$ cat src/rtl/dgp_pkg.sv
// Package for the dual general-purpose port block
package dgp_pkg;
    localparam int unsigned DGP_WIDE_W   = 8;
    localparam int unsigned DGP_NARROW_W = 3;
    // Byte addresses on APB
    localparam logic [7:0] DGP_OFF_WIDE_PINS   = 8'h00;
    localparam logic [7:0] DGP_OFF_WIDE_LATCH  = 8'h04;
    localparam logic [7:0] DGP_OFF_WIDE_DIR    = 8'h08;
    localparam logic [7:0] DGP_OFF_NARROW_PINS = 8'h0C;
    localparam logic [7:0] DGP_OFF_NARROW_LAT  = 8'h10;
    localparam logic [7:0] DGP_OFF_NARROW_DIR  = 8'h14;
    localparam logic [7:0] DGP_OFF_ANALOG_CFG  = 8'h18;
    // Field positions of the narrow direction/host control register
    localparam int unsigned DGP_BIT_HOST_MODE  = 4;
    localparam int unsigned DGP_BIT_IN_OVF     = 5;
    localparam int unsigned DGP_BIT_OUT_FULL   = 6;
    localparam int unsigned DGP_BIT_IN_FULL    = 7;
    // Reset values
    localparam logic [7:0] DGP_RST_WIDE_DIR    = 8'hFF;
    localparam logic [7:0] DGP_RST_NARROW_DIR  = 8'h07;
    localparam logic [2:0] DGP_RST_ANALOG_CFG  = 3'h0;
    localparam logic [7:0] DGP_RST_LATCH       = 8'h00;
    // Analog config code that makes all narrow pins digital (all bits set)
    localparam logic [2:0] DGP_ANALOG_ALL_DIG  = 3'h7;
endpackage : dgp_pkg

$ cat src/rtl/dgp_pin_sync.sv
// Two flip-flop synchroniser for a bus of pin inputs
`timescale 1ns/1ps
`default_nettype none
module dgp_pin_sync #(
    parameter int unsigned W = 8
) (
    input  wire logic         pclk,     // System clock
    input  wire logic         presetn,  // Async reset, active low
    input  wire logic [W-1:0] pin_in,   // Raw pin levels
    output var  logic [W-1:0] pin_sync  // Synchronised levels
);
    logic [W-1:0] meta_q;

    always_ff @(posedge pclk or negedge presetn)
    begin
        if (!presetn)
        begin
            meta_q   <= '0;
            pin_sync <= '0;
        end
        else
        begin
            meta_q   <= pin_in;
            pin_sync <= meta_q;
        end
    end
endmodule // dgp_pin_sync

`default_nettype wire

$ cat src/rtl/dgp_top.sv
// Dual general-purpose port with APB register access
//
// Overview of operation
// - Wide direction bit 1 makes that pin input, driver released.
// - Wide direction bit 0 drives the pin from the output latch.
// - Wide output latch has its own address and reads back latch.
// - Eight wide pins, each with its own direction bit.
// - Power-on reset sets all eight wide direction bits to one.
// - Host mode bit 4 turns the wide port into a host port.
// - Narrow direction bit 1 makes that pin input, driver released.
// - Narrow direction bit 0 drives the pin from its latch.
// - Narrow output latch has its own address and reads back latch.
// - Narrow port has exactly three individually settable pins.
// - Narrow direction register resets to 0000 -111.
// - Narrow pins selected analog read as zero.
// - Direction bits still control drivers while pins are analog.
// - Power-on reset selects all narrow pins as analog.
// - Narrow direction bits 2..0 set pin directions; bit 3 reads zero.
`timescale 1ns/1ps
`default_nettype none
module dgp_top
    import dgp_pkg::*;
#(
    parameter int unsigned WIDE_W   = DGP_WIDE_W,
    parameter int unsigned NARROW_W = DGP_NARROW_W
) (
    input  wire logic                pclk,         // 250 MHz clock
    input  wire logic                presetn,      // Power-on reset, async low
    input  wire logic                soft_rst_n,   // Other reset, sync low
    input  wire logic                psel,         // APB select
    input  wire logic                penable,      // APB enable
    input  wire logic                pwrite,       // APB direction
    input  wire logic [7:0]          paddr,        // APB byte address
    input  wire logic [31:0]         pwdata,       // APB write data
    input  wire logic [3:0]          pstrb,        // APB byte strobes
    output var  logic                pready,       // APB ready
    output var  logic [31:0]         prdata,       // APB read data
    output var  logic                pslverr,      // APB error
    input  wire logic [WIDE_W-1:0]   wide_pin_i,   // Wide pin levels
    output var  logic [WIDE_W-1:0]   wide_pin_o,   // Wide pin drive value
    output var  logic [WIDE_W-1:0]   wide_pin_oe,  // Wide pin drive enable
    input  wire logic [NARROW_W-1:0] narrow_pin_i, // Narrow pin levels
    output var  logic [NARROW_W-1:0] narrow_pin_o, // Narrow pin drive value
    output var  logic [NARROW_W-1:0] narrow_pin_oe,// Narrow pin drive enable
    output var  logic                host_port_mode_select // Host port mode
);

    ////////////////////////////////////////////////////////////////////////
    typedef struct packed {
        logic [WIDE_W-1:0]   wide_lat;
        logic [WIDE_W-1:0]   wide_dir;
        logic [NARROW_W-1:0] nar_lat;
        logic [NARROW_W-1:0] nar_dir;
        logic                host_mode;
        logic [2:0]          analog_cfg;
        logic                ready;
        logic [31:0]         rdata;
        logic                err;
        logic [WIDE_W-1:0]   wide_o;
        logic [WIDE_W-1:0]   wide_oe;
        logic [NARROW_W-1:0] nar_o;
        logic [NARROW_W-1:0] nar_oe;
    } dgp_state_s;

    dgp_state_s st_q;
    dgp_state_s st_d;

    logic [WIDE_W-1:0]   wide_sync;
    logic [NARROW_W-1:0] nar_sync;
    logic [NARROW_W-1:0] nar_read;
    logic [7:0]          nar_ctrl_rd;
    logic                acc;
    logic                wr;
    logic                known;

    ////////////////////////////////////////////////////////////////////////
    // Pins cross into pclk before any read path
    dgp_pin_sync #(.W(WIDE_W)) u_wide_sync (
        .pclk     (pclk),
        .presetn  (presetn),
        .pin_in   (wide_pin_i),
        .pin_sync (wide_sync)
    );

    dgp_pin_sync #(.W(NARROW_W)) u_nar_sync (
        .pclk     (pclk),
        .presetn  (presetn),
        .pin_in   (narrow_pin_i),
        .pin_sync (nar_sync)
    );

    ////////////////////////////////////////////////////////////////////////
    assign acc   = psel && penable && !st_q.ready;
    assign wr    = acc && pwrite && pstrb[0];
    assign known = (paddr == DGP_OFF_WIDE_PINS)   || (paddr == DGP_OFF_WIDE_LATCH)
                || (paddr == DGP_OFF_WIDE_DIR)    || (paddr == DGP_OFF_NARROW_PINS)
                || (paddr == DGP_OFF_NARROW_LAT)  || (paddr == DGP_OFF_NARROW_DIR)
                || (paddr == DGP_OFF_ANALOG_CFG);

    // analog-selected pins read zero
    // Only the all-digital code frees the pins; other codes keep them analog
    assign nar_read = (st_q.analog_cfg == DGP_ANALOG_ALL_DIG) ? nar_sync : '0;

    // bit 3 and status bits read zero
    // Host handshake flags are not built here, so they read as zero
    always_comb
    begin
        nar_ctrl_rd = 8'h00;
        nar_ctrl_rd[NARROW_W-1:0] = st_q.nar_dir;
        nar_ctrl_rd[DGP_BIT_HOST_MODE] = st_q.host_mode;
    end

    ////////////////////////////////////////////////////////////////////////
    always_comb
    begin
        st_d       = st_q;
        st_d.ready = 1'b0;
        st_d.err   = 1'b0;
        // other reset keeps latches and wide direction
        if (!soft_rst_n)
        begin
            // narrow control back to 0000 -111
            st_d.nar_dir   = DGP_RST_NARROW_DIR[NARROW_W-1:0];
            st_d.host_mode = 1'b0;
        end
        else if (acc)
        begin
            st_d.ready = 1'b1;
            st_d.err   = !known;
            st_d.rdata = 32'h0000_0000;
            unique case (paddr)
                DGP_OFF_WIDE_PINS:
                begin
                    // pins read, writes hit the latch
                    st_d.rdata[WIDE_W-1:0] = wide_sync;
                    if (wr)
                        st_d.wide_lat = pwdata[WIDE_W-1:0];
                end
                DGP_OFF_WIDE_LATCH:
                begin
                    st_d.rdata[WIDE_W-1:0] = st_q.wide_lat;
                    if (wr)
                        st_d.wide_lat = pwdata[WIDE_W-1:0];
                end
                DGP_OFF_WIDE_DIR:
                begin
                    // one direction bit per wide pin
                    st_d.rdata[WIDE_W-1:0] = st_q.wide_dir;
                    if (wr)
                        st_d.wide_dir = pwdata[WIDE_W-1:0];
                end
                DGP_OFF_NARROW_PINS:
                begin
                    // narrow pins read, writes hit the latch
                    st_d.rdata[NARROW_W-1:0] = nar_read;
                    if (wr)
                        st_d.nar_lat = pwdata[NARROW_W-1:0];
                end
                DGP_OFF_NARROW_LAT:
                begin
                    st_d.rdata[NARROW_W-1:0] = st_q.nar_lat;
                    if (wr)
                        st_d.nar_lat = pwdata[NARROW_W-1:0];
                end
                DGP_OFF_NARROW_DIR:
                begin
                    // three direction bits plus host mode
                    st_d.rdata[7:0] = nar_ctrl_rd;
                    if (wr)
                    begin
                        st_d.nar_dir   = pwdata[NARROW_W-1:0];
                        st_d.host_mode = pwdata[DGP_BIT_HOST_MODE];
                    end
                end
                DGP_OFF_ANALOG_CFG:
                begin
                    st_d.rdata[2:0] = st_q.analog_cfg;
                    if (wr)
                        st_d.analog_cfg = pwdata[2:0];
                end
                default:
                begin
                    st_d.rdata = 32'h0000_0000;
                end
            endcase
        end
        // direction 1 releases the wide driver
        // direction 0 drives the wide latch value
        // host mode hands the wide pins to the host port (held released)
        st_d.wide_o  = st_d.wide_lat;
        st_d.wide_oe = st_d.host_mode ? '0 : ~st_d.wide_dir;
        // narrow direction 1 releases the driver
        // narrow direction 0 drives from its latch
        // analog selection does not override direction
        st_d.nar_o  = st_d.nar_lat;
        st_d.nar_oe = ~st_d.nar_dir;
    end

    ////////////////////////////////////////////////////////////////////////
    always_ff @(posedge pclk or negedge presetn)
    begin
        if (!presetn)
        begin
            st_q            <= '0;
            st_q.wide_lat   <= DGP_RST_LATCH[WIDE_W-1:0];
            st_q.wide_dir   <= DGP_RST_WIDE_DIR[WIDE_W-1:0];
            st_q.nar_lat    <= DGP_RST_LATCH[NARROW_W-1:0];
            st_q.nar_dir    <= DGP_RST_NARROW_DIR[NARROW_W-1:0];
            st_q.analog_cfg <= DGP_RST_ANALOG_CFG;
        end
        else
        begin
            st_q <= st_d;
        end
    end

    assign pready                = st_q.ready;
    assign prdata                = st_q.rdata;
    assign pslverr               = st_q.err;
    assign wide_pin_o            = st_q.wide_o;
    assign wide_pin_oe           = st_q.wide_oe;
    assign narrow_pin_o          = st_q.nar_o;
    assign narrow_pin_oe         = st_q.nar_oe;
    assign host_port_mode_select = st_q.host_mode;
endmodule // dgp_top

`default_nettype wire

$ cat config.mk
export PLATFORM = sky130hd
export DESIGN_NAME = dgp_top
export DESIGN_NICKNAME = d
export VERILOG_FILES = /design/src/rtl/dgp_pkg.sv /design/src/rtl/dgp_pin_sync.sv /design/src/rtl/dgp_top.sv
export SDC_FILE = /design/constraint.sdc
export NUM_CORES = 1
export LEC_CHECK = 0
export BUFFER_PORTS_ARGS = -buffer_cell sky130_fd_sc_hd__buf_2
export CORE_MARGIN = 2
export CORE_UTILIZATION = 35
export CTS_CLUSTER_DIAMETER = 100
export CTS_CLUSTER_SIZE = 20
export DETAILED_ROUTE_END_ITERATION = 10
export PLACE_DENSITY = 0.61
export SLEW_MARGIN = 30
export SYNTH_ARGS = -nofsm -noshare
export SYNTH_HDL_FRONTEND = slang
export SYNTH_SLANG_ARGS = --single-unit
$ cat constraint.sdc
create_clock -name pclk -period 4.89 [get_ports pclk]
set_input_delay 0.2445 -clock pclk [delete_from_list [all_inputs] [get_ports pclk]]
set_output_delay 0.2445 -clock pclk [all_outputs]
set_load 0.01 [all_outputs]
; ---- Word level (Yosys, flattened, before mapping)
; Cells that the tools add are included.
; Widths: inputs -> output; s select.
[word_totals]
regBits = 69
wordCells = 59
[op_classes]
eq_ne = 7
n_mux = 16
reduce_logical = 19
bitwise_logic = 2
[ops]
columns = operator, count
row1 = $mux 52, 1
row2 = $mux 34, 1
row3 = $eq 8x5->1 const B, 3
row4 = $mux 8, 3
row5 = $pmux 3 s7, 1
row6 = $pmux 5 s4, 1
row7 = $eq 8x4->1 const B, 2
row8 = $mux 3, 5
row9 = $mux 4, 3
row10 = $reduce_and 4->1, 3
row11 = $mux 11, 1
row12 = $eq 8x3->1 const B, 1
row13 = $logic_not 8->1, 1
row14 = $not 8->8, 1
row15 = $logic_or 1x1->1, 6
row16 = $logic_and 1x1->1, 4
row17 = $reduce_or 2->1, 2
row18 = $eq 3x3->1 const B, 1
row19 = $not 3->3, 1
row20 = $logic_not 1->1, 2
row21 = $reduce_and 2->1, 1

; ---- Depth between registers and ports, before layout
; Gate-level depths: netlist (run 1).
[depth]
ltp_word = 12
depth_mapped = 8
depth_no_buf = 6

; ---- By module
; A second synthesis (run 1) with hierarchy kept.
[unflattened]
cells_unflattened = 275
hier_area_um2 = 3259.4
[modules_own_cells]
columns = mod, cells_each, seq_area_each_um2, area_each_um2, n_inst
row1 = dgp_top, 253, 1189.9, 2708.8, 1
row2 = dgp_pin_sync (u_wide_sync), 16, 400.4, 400.4, 1
row3 = dgp_pin_sync (u_nar_sync), 6, 150.1, 150.1, 1

; ---- Least setup slack after synthesis (run 1)
; OpenSTA, ideal clock, no wires.
[synth_timing]
path_kind = input port to flip-flop
start = in paddr[3]
end = reg st_q (netlist bit wide_pin_oe[0])
setup_time_ns = 0.104
t_required_ns = 4.786
n_path_buf = 0
stages = 4
t_arrival_ns = 1.734
path_slack_ns = 3.052
path_cell_list = or4b_4 > nor4_4 > mux2_4 > a221oi_1
[synth_lines]
columns = element, line_no
row1 = "start, declared", dgp_top.sv:33  ; input wire logic [7:0] paddr,
row2 = "end signal, assigned", dgp_top.sv:213  ; st_q <= st_d;
row3 = "end, declared", dgp_top.sv:65  ; dgp_state_s st_q;

; ---- Worst setup path in the final report (run 1)
[layout_timing]
start = reg st_q (netlist bit pready)
end = reg st_q (netlist bit wide_pin_o[3])
[layout_between]
elab_chain_cells = 5
[layout_lines]
columns = element, line_no
row1 = $logic_not 1->1 (*), dgp_top.sv:93  ; assign acc = psel && penable && !st_q.ready;
row2 = $logic_and 1x1->1 (*), dgp_top.sv:93
row3 = $logic_and 1x1->1 (2 in a row), dgp_top.sv:94  ; assign wr = acc && pwrite && pstrb[0];
row4 = $reduce_and 4->1 (no line) (*), n/a
; Every way passes the cells marked *; elsewhere a longest branch is shown, timed or not.
; A chain may end at the register's enable or synchronous reset.

==> qor.yml, run 1 <==
status: "finished, final reports clean"
synth-seq-cells: 69
gp_congestion: 0.774
grt_max_degree: 70
layout.nets: 371
routed_wl_mm: 6.42
power_mw: 1.18
num_rows: 34
r2r_setup_slack_ns: 2.84
synthTopCellsByArea: "dfrtp_1, buf_4, dfstp_2"
overflow: 0
fmax_ghz: 0.487
rr_startpoint: "pready"
placed_cells: 396
grt_pass1_vias: 1922
die_w_um: 99.3
dpl_cell_area_um2: 3290
die_y_um: 99.3
die-area_um2: 9870
fp.coreArea_um2: 8760
worst_pin_slew_ns: 0.844
hold_class: "primary input to async pin"
antenna_found_initial: 0
ios: 118
maxSlewViolCount: 0
syn_area_um2: 3180
cpPeakStageDelay_ns: 0.49
remaining_drc_errors: 0
rsz0062_at_grt: "false"
grt_pass1_wl_mm: 10.1
grt.total_usage: 0.136
cp_cell_sequence: "nand3b_1, or2_2, nor4_4, mux2_2"
slowest_stage: "nor4_4"
synth_top_area_frac: 0.456
final_antenna_net_count: 0
ys_types: 41
cap_violations: 0
yosysTopAreaCell: "dfrtp_1"
first_pass_iters: 4
cts-root-buf: "clkbuf_8"
tns_ns: 0
layout-drive-gt1-share: 0.387
layout_common_cells: "buf_2, dfrtp_1, conb_1"
vias: 1977
cts.clk_slew.worst_paths_ns: 0.07
cellPowerDensity_nw_per_um2: 326
final.min_clock_period_ns: 2.05
fin_util: 0.414
cts-htree-levels: 3
design_area_um2: 3630
setup_viol: 0
clock_skew_ns: 0.00337
area_growth_pct: 14.1
required_ns: 5.11
port-buffer-count: 66
critPathArrivalTime_ns: 2.28
cts_buffers: 9
drt_iter0_drc: 111
antenna_cells: 0
viasPerCell: 4.67
relSlewSlack: 0.437
netlist_instances: 262
synth.yosys.seq_area_share: 0.547
cts_sinks: 69
synth_edf_count: 0
timing.rr.end: "wide_pin_o[3]"
syn_avg_cell_area_um2: 12.1
final_cells: 423
final_common_cell: "buf_2"
dp_hpwl_mm: 4.69
initial_core_util: 0.363
cts_tree: "built"
ys.flop_type: "dfrtp_1"
irDropWorstVdd_uv: 157
reg2reg_depth: 4
p_leak_nw: 1.77
clk_latency_ns: 0.34
avgRoutedWirePerCell_um: 15.2
critPathLaunchType: "register"
whs_ns: 0.0957
worst_slack_ns: 2.84
period_share: 0.420
clockBufferDepth: 2
final.fill_count: 853
post-place-ws_ns: 2.51
worst-setup-path-type: "register to register"
async_reset_ff_frac: 1.00
hold_violations: 0
cp-end-kind: "register"
synth_warnings: 0
critPathMaxFanout: 8
==> cells by family after synthesis <==
| kind of cell | synth area share |
|---|---|
| DFF | 0.547 |
| buffers and inverters | 0.144 |
| and+or+nand+nor | 0.107 |
| AOI/OAI and AO/OA | 0.0877 |
| muxes | 0.114 |
| other | 0.00118 |
==> report_power, final <==
| group | internal, mW | leakage [nW] | total, mW | switching [mW] |
|---|---|---|---|---|
| sequential | 0.583 | 0.831 | 0.586 | 0.00354 |
| combinational | 0.0285 | 0.819 | 0.0776 | 0.0491 |
| clock | 0.314 | 0.116 | 0.519 | 0.205 |
| total | 0.925 | 1.77 | 1.18 | 0.258 |
==> area by class of cell <==
type                       instances  area (um^2)  share of cell area
timing repair buffer              78          448               0.123
clock inverter                     4         70.1              0.0193
clock buffer                      12          155              0.0427
multi-input combinational        149         1070               0.295
inverter                           3         11.3             0.00310
tap                              108          135              0.0372
sequential                        69         1740               0.479
==> layer usage <==
metal / vias up / global-route usage / share of wire
li1: 936 / - / -
met1: 951 / 0.176 / 0.44
met2: 80 / 0.212 / 0.46
met3: 10 / 0.0422 / 0.073
met4: 0 / 0.0590 / 0.021
met5: - / 0 / 0
==> state kept, by name, summed over array words and instances, names as in the netlist, 8 cells and up <==
signal,cells
prdata,8
u_wide_sync.pin_sync,8
st_q,11
wide_pin_o,8
u_wide_sync.meta_q,8
wide_pin_oe,8
==> cells in the mapped netlist, drive strengths merged, types with 5 or more instances <==
| cell type | count |
|---|---|
| nand2 | 11 |
| or2 | 6 |
| nor3 | 5 |
| dfstp | 11 |
| nor2 | 8 |
| clkbuf | 7 |
| a21boi | 8 |
| mux2i | 8 |
| a21oi | 5 |
| o21ai | 6 |
| buf | 57 |
| mux2 | 18 |
| dfrtp | 58 |
| and3 | 5 |
| and2 | 5 |
| nand3 | 6 |
==> what timing repair did <==
item	CTS	global route
setup endpoints to repair	0	0
buffers inserted	0	0
hold endpoints to repair	11	0
gates resized for setup	0	0
hold buffers	11	0
==> worst max-delay path, delay by kind of cell, from the launching register on <==
kind | cells | cell delay (ns)
AND/OR/NAND/NOR | 3 | 1.14
flip-flops | 1 | 0.39
multiplexers | 1 | 0.41
==> worst max-delay path by stage <==
stage | from | to
floorplan | paddr[3] | wide_pin_oe[0]
global placement | paddr[7] | wide_pin_o[3]
detailed placement | paddr[7] | wide_pin_o[3]
CTS | pready | wide_pin_o[4]
global route | paddr[7] | wide_pin_o[5]
finish | pready | wide_pin_o[3]
Note: power is estimated with default switching activity, not from simulation.
==> inputs of run 2 (changes only) <==
Settings changed: ABC_AREA set to 1, PLACE_DENSITY 0.61 to 0.63.
Clock period 4.89 ns to 1.85 ns, I/O delays scaled along.
==> qor.yml, run 2 <==
r2r_setup_slack_ns: 0.29
worst-setup-path-type: "register to register"
yosysTopAreaCell: "dfrtp_1"
irDropWorstVdd_uv: 414
die_w_um: 101
clock_skew_ns: 0.0104
netlist_instances: 379
cpPeakStageDelay_ns: 0.42
rr_startpoint: "pready"
critPathArrivalTime_ns: 1.77
ys.flop_type: "dfrtp_1"
dp_hpwl_mm: 4.92
hold_violations: 0
area_growth_pct: 15.0
min_from: "pwdata[6]"
clk_latency_ns: 0.34
period_share: 0.842
routed_wl_mm: 6.59
die_y_um: 101
antenna_cells: 0
regMostFlops: "st_q"
tns_ns: 0
yosysMostFrequentCell: "nand2_1"
critPathMaxFanout: 16
cts_setup_buffers: 0
num_rows: 35
synth_common_cells: "nand2_1, dfrtp_1, buf_4"
cellPowerDensity_nw_per_um2: 782
reg2reg_depth: 6
cts-root-buf: "clkbuf_8"
cts_tree: "built"
synth_top_area_frac: 0.442
cp-end-kind: "register"
drt_iter0_drc: 179
fin_util: 0.412
ys_types: 25
cts-htree-levels: 3
synthTopCellsByArea: "dfrtp_1, nand2_1, buf_4"
critPathTopFamily: "simple AND/OR/NAND/NOR gates"
rsz0062_at_grt: "false"
initial_core_util: 0.359
final_antenna_net_count: 0
whs_ns: 0.0114
final_common_cell: "nand2_1"
gp_congestion: 0.826
hold_end: "wide_pin_o[6]"
die-area_um2: 10200
fmax_ghz: 0.642
viasPerCell: 4.32
final.min_clock_period_ns: 1.56
avgRoutedWirePerCell_um: 11.9
ctsResizeCount: 0
grt_pass1_vias: 2325
timing.rr.end: "wide_pin_o[4]"
fp.coreArea_um2: 9150
antenna_found_initial: 0
grt_pass1_wl_mm: 10.9
cts_sinks: 69
holdPathStages: 3
ios: 118
layout.nets: 499
vias: 2395
synth_warnings: 0
required_ns: 2.07
cp_cell_sequence: "nor2_2, nand3_2, nor2_1, nand2_2, nand2_1, o21ai_1"
syn_area_um2: 3280
slowest_stage: "dfrtp_1"
cp_num_buf_inv: 0
async_reset_ff_frac: 1.00
largest_reg_flops: 11
synth-seq-cells: 69
setup_viol: 0
synth.yosys.seq_area_share: 0.530
remaining_drc_errors: 0
grt.total_usage: 0.141
layout-drive-gt1-share: 0.273
cts.clk_slew.worst_paths_ns: 0.08
maxSlewViolCount: 0
hold_class: "primary input to register"
cap_violations: 0
p_leak_nw: 2.13
syn_avg_cell_area_um2: 8.66
cts_buffers: 9
synth_edf_count: 0
overflow: 0
critPathLaunchType: "register"
port-buffer-count: 66
layout_common_cells: "nand2_1, buf_2, dfrtp_1"
grt_max_degree: 70
clockBufferDepth: 2
status: "finished, final reports clean"
first_pass_iters: 4
==> run 2: cell count changes in the layout (fill, tap and decap cells not counted), sizes merged, moves of 6 or more <==
cell    before  now
nor2         8   36
mux2i        8    0
o21ai        6   15
mux2        18    0
or2          6    0
nand3        6   20
nand2       11  127
a21boi       8    0
inv          3   43
==> run 2: power by group <==
part           internal (mW)  switching (mW)  leakage, nW  total (mW)
combinational         0.0652           0.119         1.19       0.184
clock                  0.661           0.555       0.0918        1.22
sequential              1.54          0.0117        0.852        1.55
total                   2.27           0.685         2.13        2.95
==> run 2: worst min-delay path, stage by stage <==
cell     delay (ns)
buf_2          0.10
inv_1          0.06
o21ai_1        0.06
==> run 2: stage by stage <==
stage / setup slack (ns) / cell area (um^2) / power [mW] / instances
4_1_cts: 0.283 / 3770 / 2.99 / 554
3_3_place_gp: 0.296 / 3450 / 1.74 / 526
3_5_place_dp: 0.305 / 3450 / 1.75 / 526
5_1_grt: 0.151 / 3770 / 3.09 / 554
2_1_floorplan: 0.521 / 3370 / 1.69 / 402
6_report: 0.292 / 3770 / 2.95 / 554
==> run 2: cell families (layout without fill, tap and decap cells) <==
family / Yosys count / after routing / share of synthesized area
simple gates: 185 / 185 / 0.247
buf+inv: 101 / 142 / 0.181
flops: 69 / 69 / 0.530
compound gates: 23 / 23 / 0.0400
other cells: 1 / 24 / 0.00114
==> run 2: layout make-up <==
cell class | count | area, um^2
fillers | 942 | 5380
clock buffers | 11 | 141
repair buffers | 82 | 493
clock inverters | 5 | 61.3
inverters | 44 | 165
well taps | 111 | 139
multi-input cells | 232 | 1030
flip-flops and latches | 69 | 1740
==> run 2: worst max path at each step <==
stage,end,slack [ns],from,cells past startpoint
floorplan,wide_pin_o[6],0.52,pready,7
global placement,wide_pin_o[4],0.30,pready,6
detailed placement,wide_pin_o[4],0.31,pready,6
CTS,wide_pin_o[4],0.28,pready,6
global route,wide_pin_o[4],0.15,pready,6
finish,wide_pin_o[4],0.29,pready,6
==> run 2: per-layer routing <==
| metal | vias to the layer above | track usage | part of all wire | wire, um |
|---|---|---|---|---|
| li1 | 1194 | - | - | - |
| met1 | 1102 | 0.187 | 0.47 | 3080 |
| met2 | 87 | 0.218 | 0.46 | 3010 |
| met3 | 12 | 0.0208 | 0.051 | 336 |
| met4 | 0 | 0.0822 | 0.024 | 159 |
| met5 | - | 0 | 0 | 0 |
==> run 2: what timing repair did <==
action / 4_1_cts / 5_1_grt
hold buffers: 12 / 0
setup endpoints to repair: 0 / 0
endpoints found under the hold margin: 69 / 0
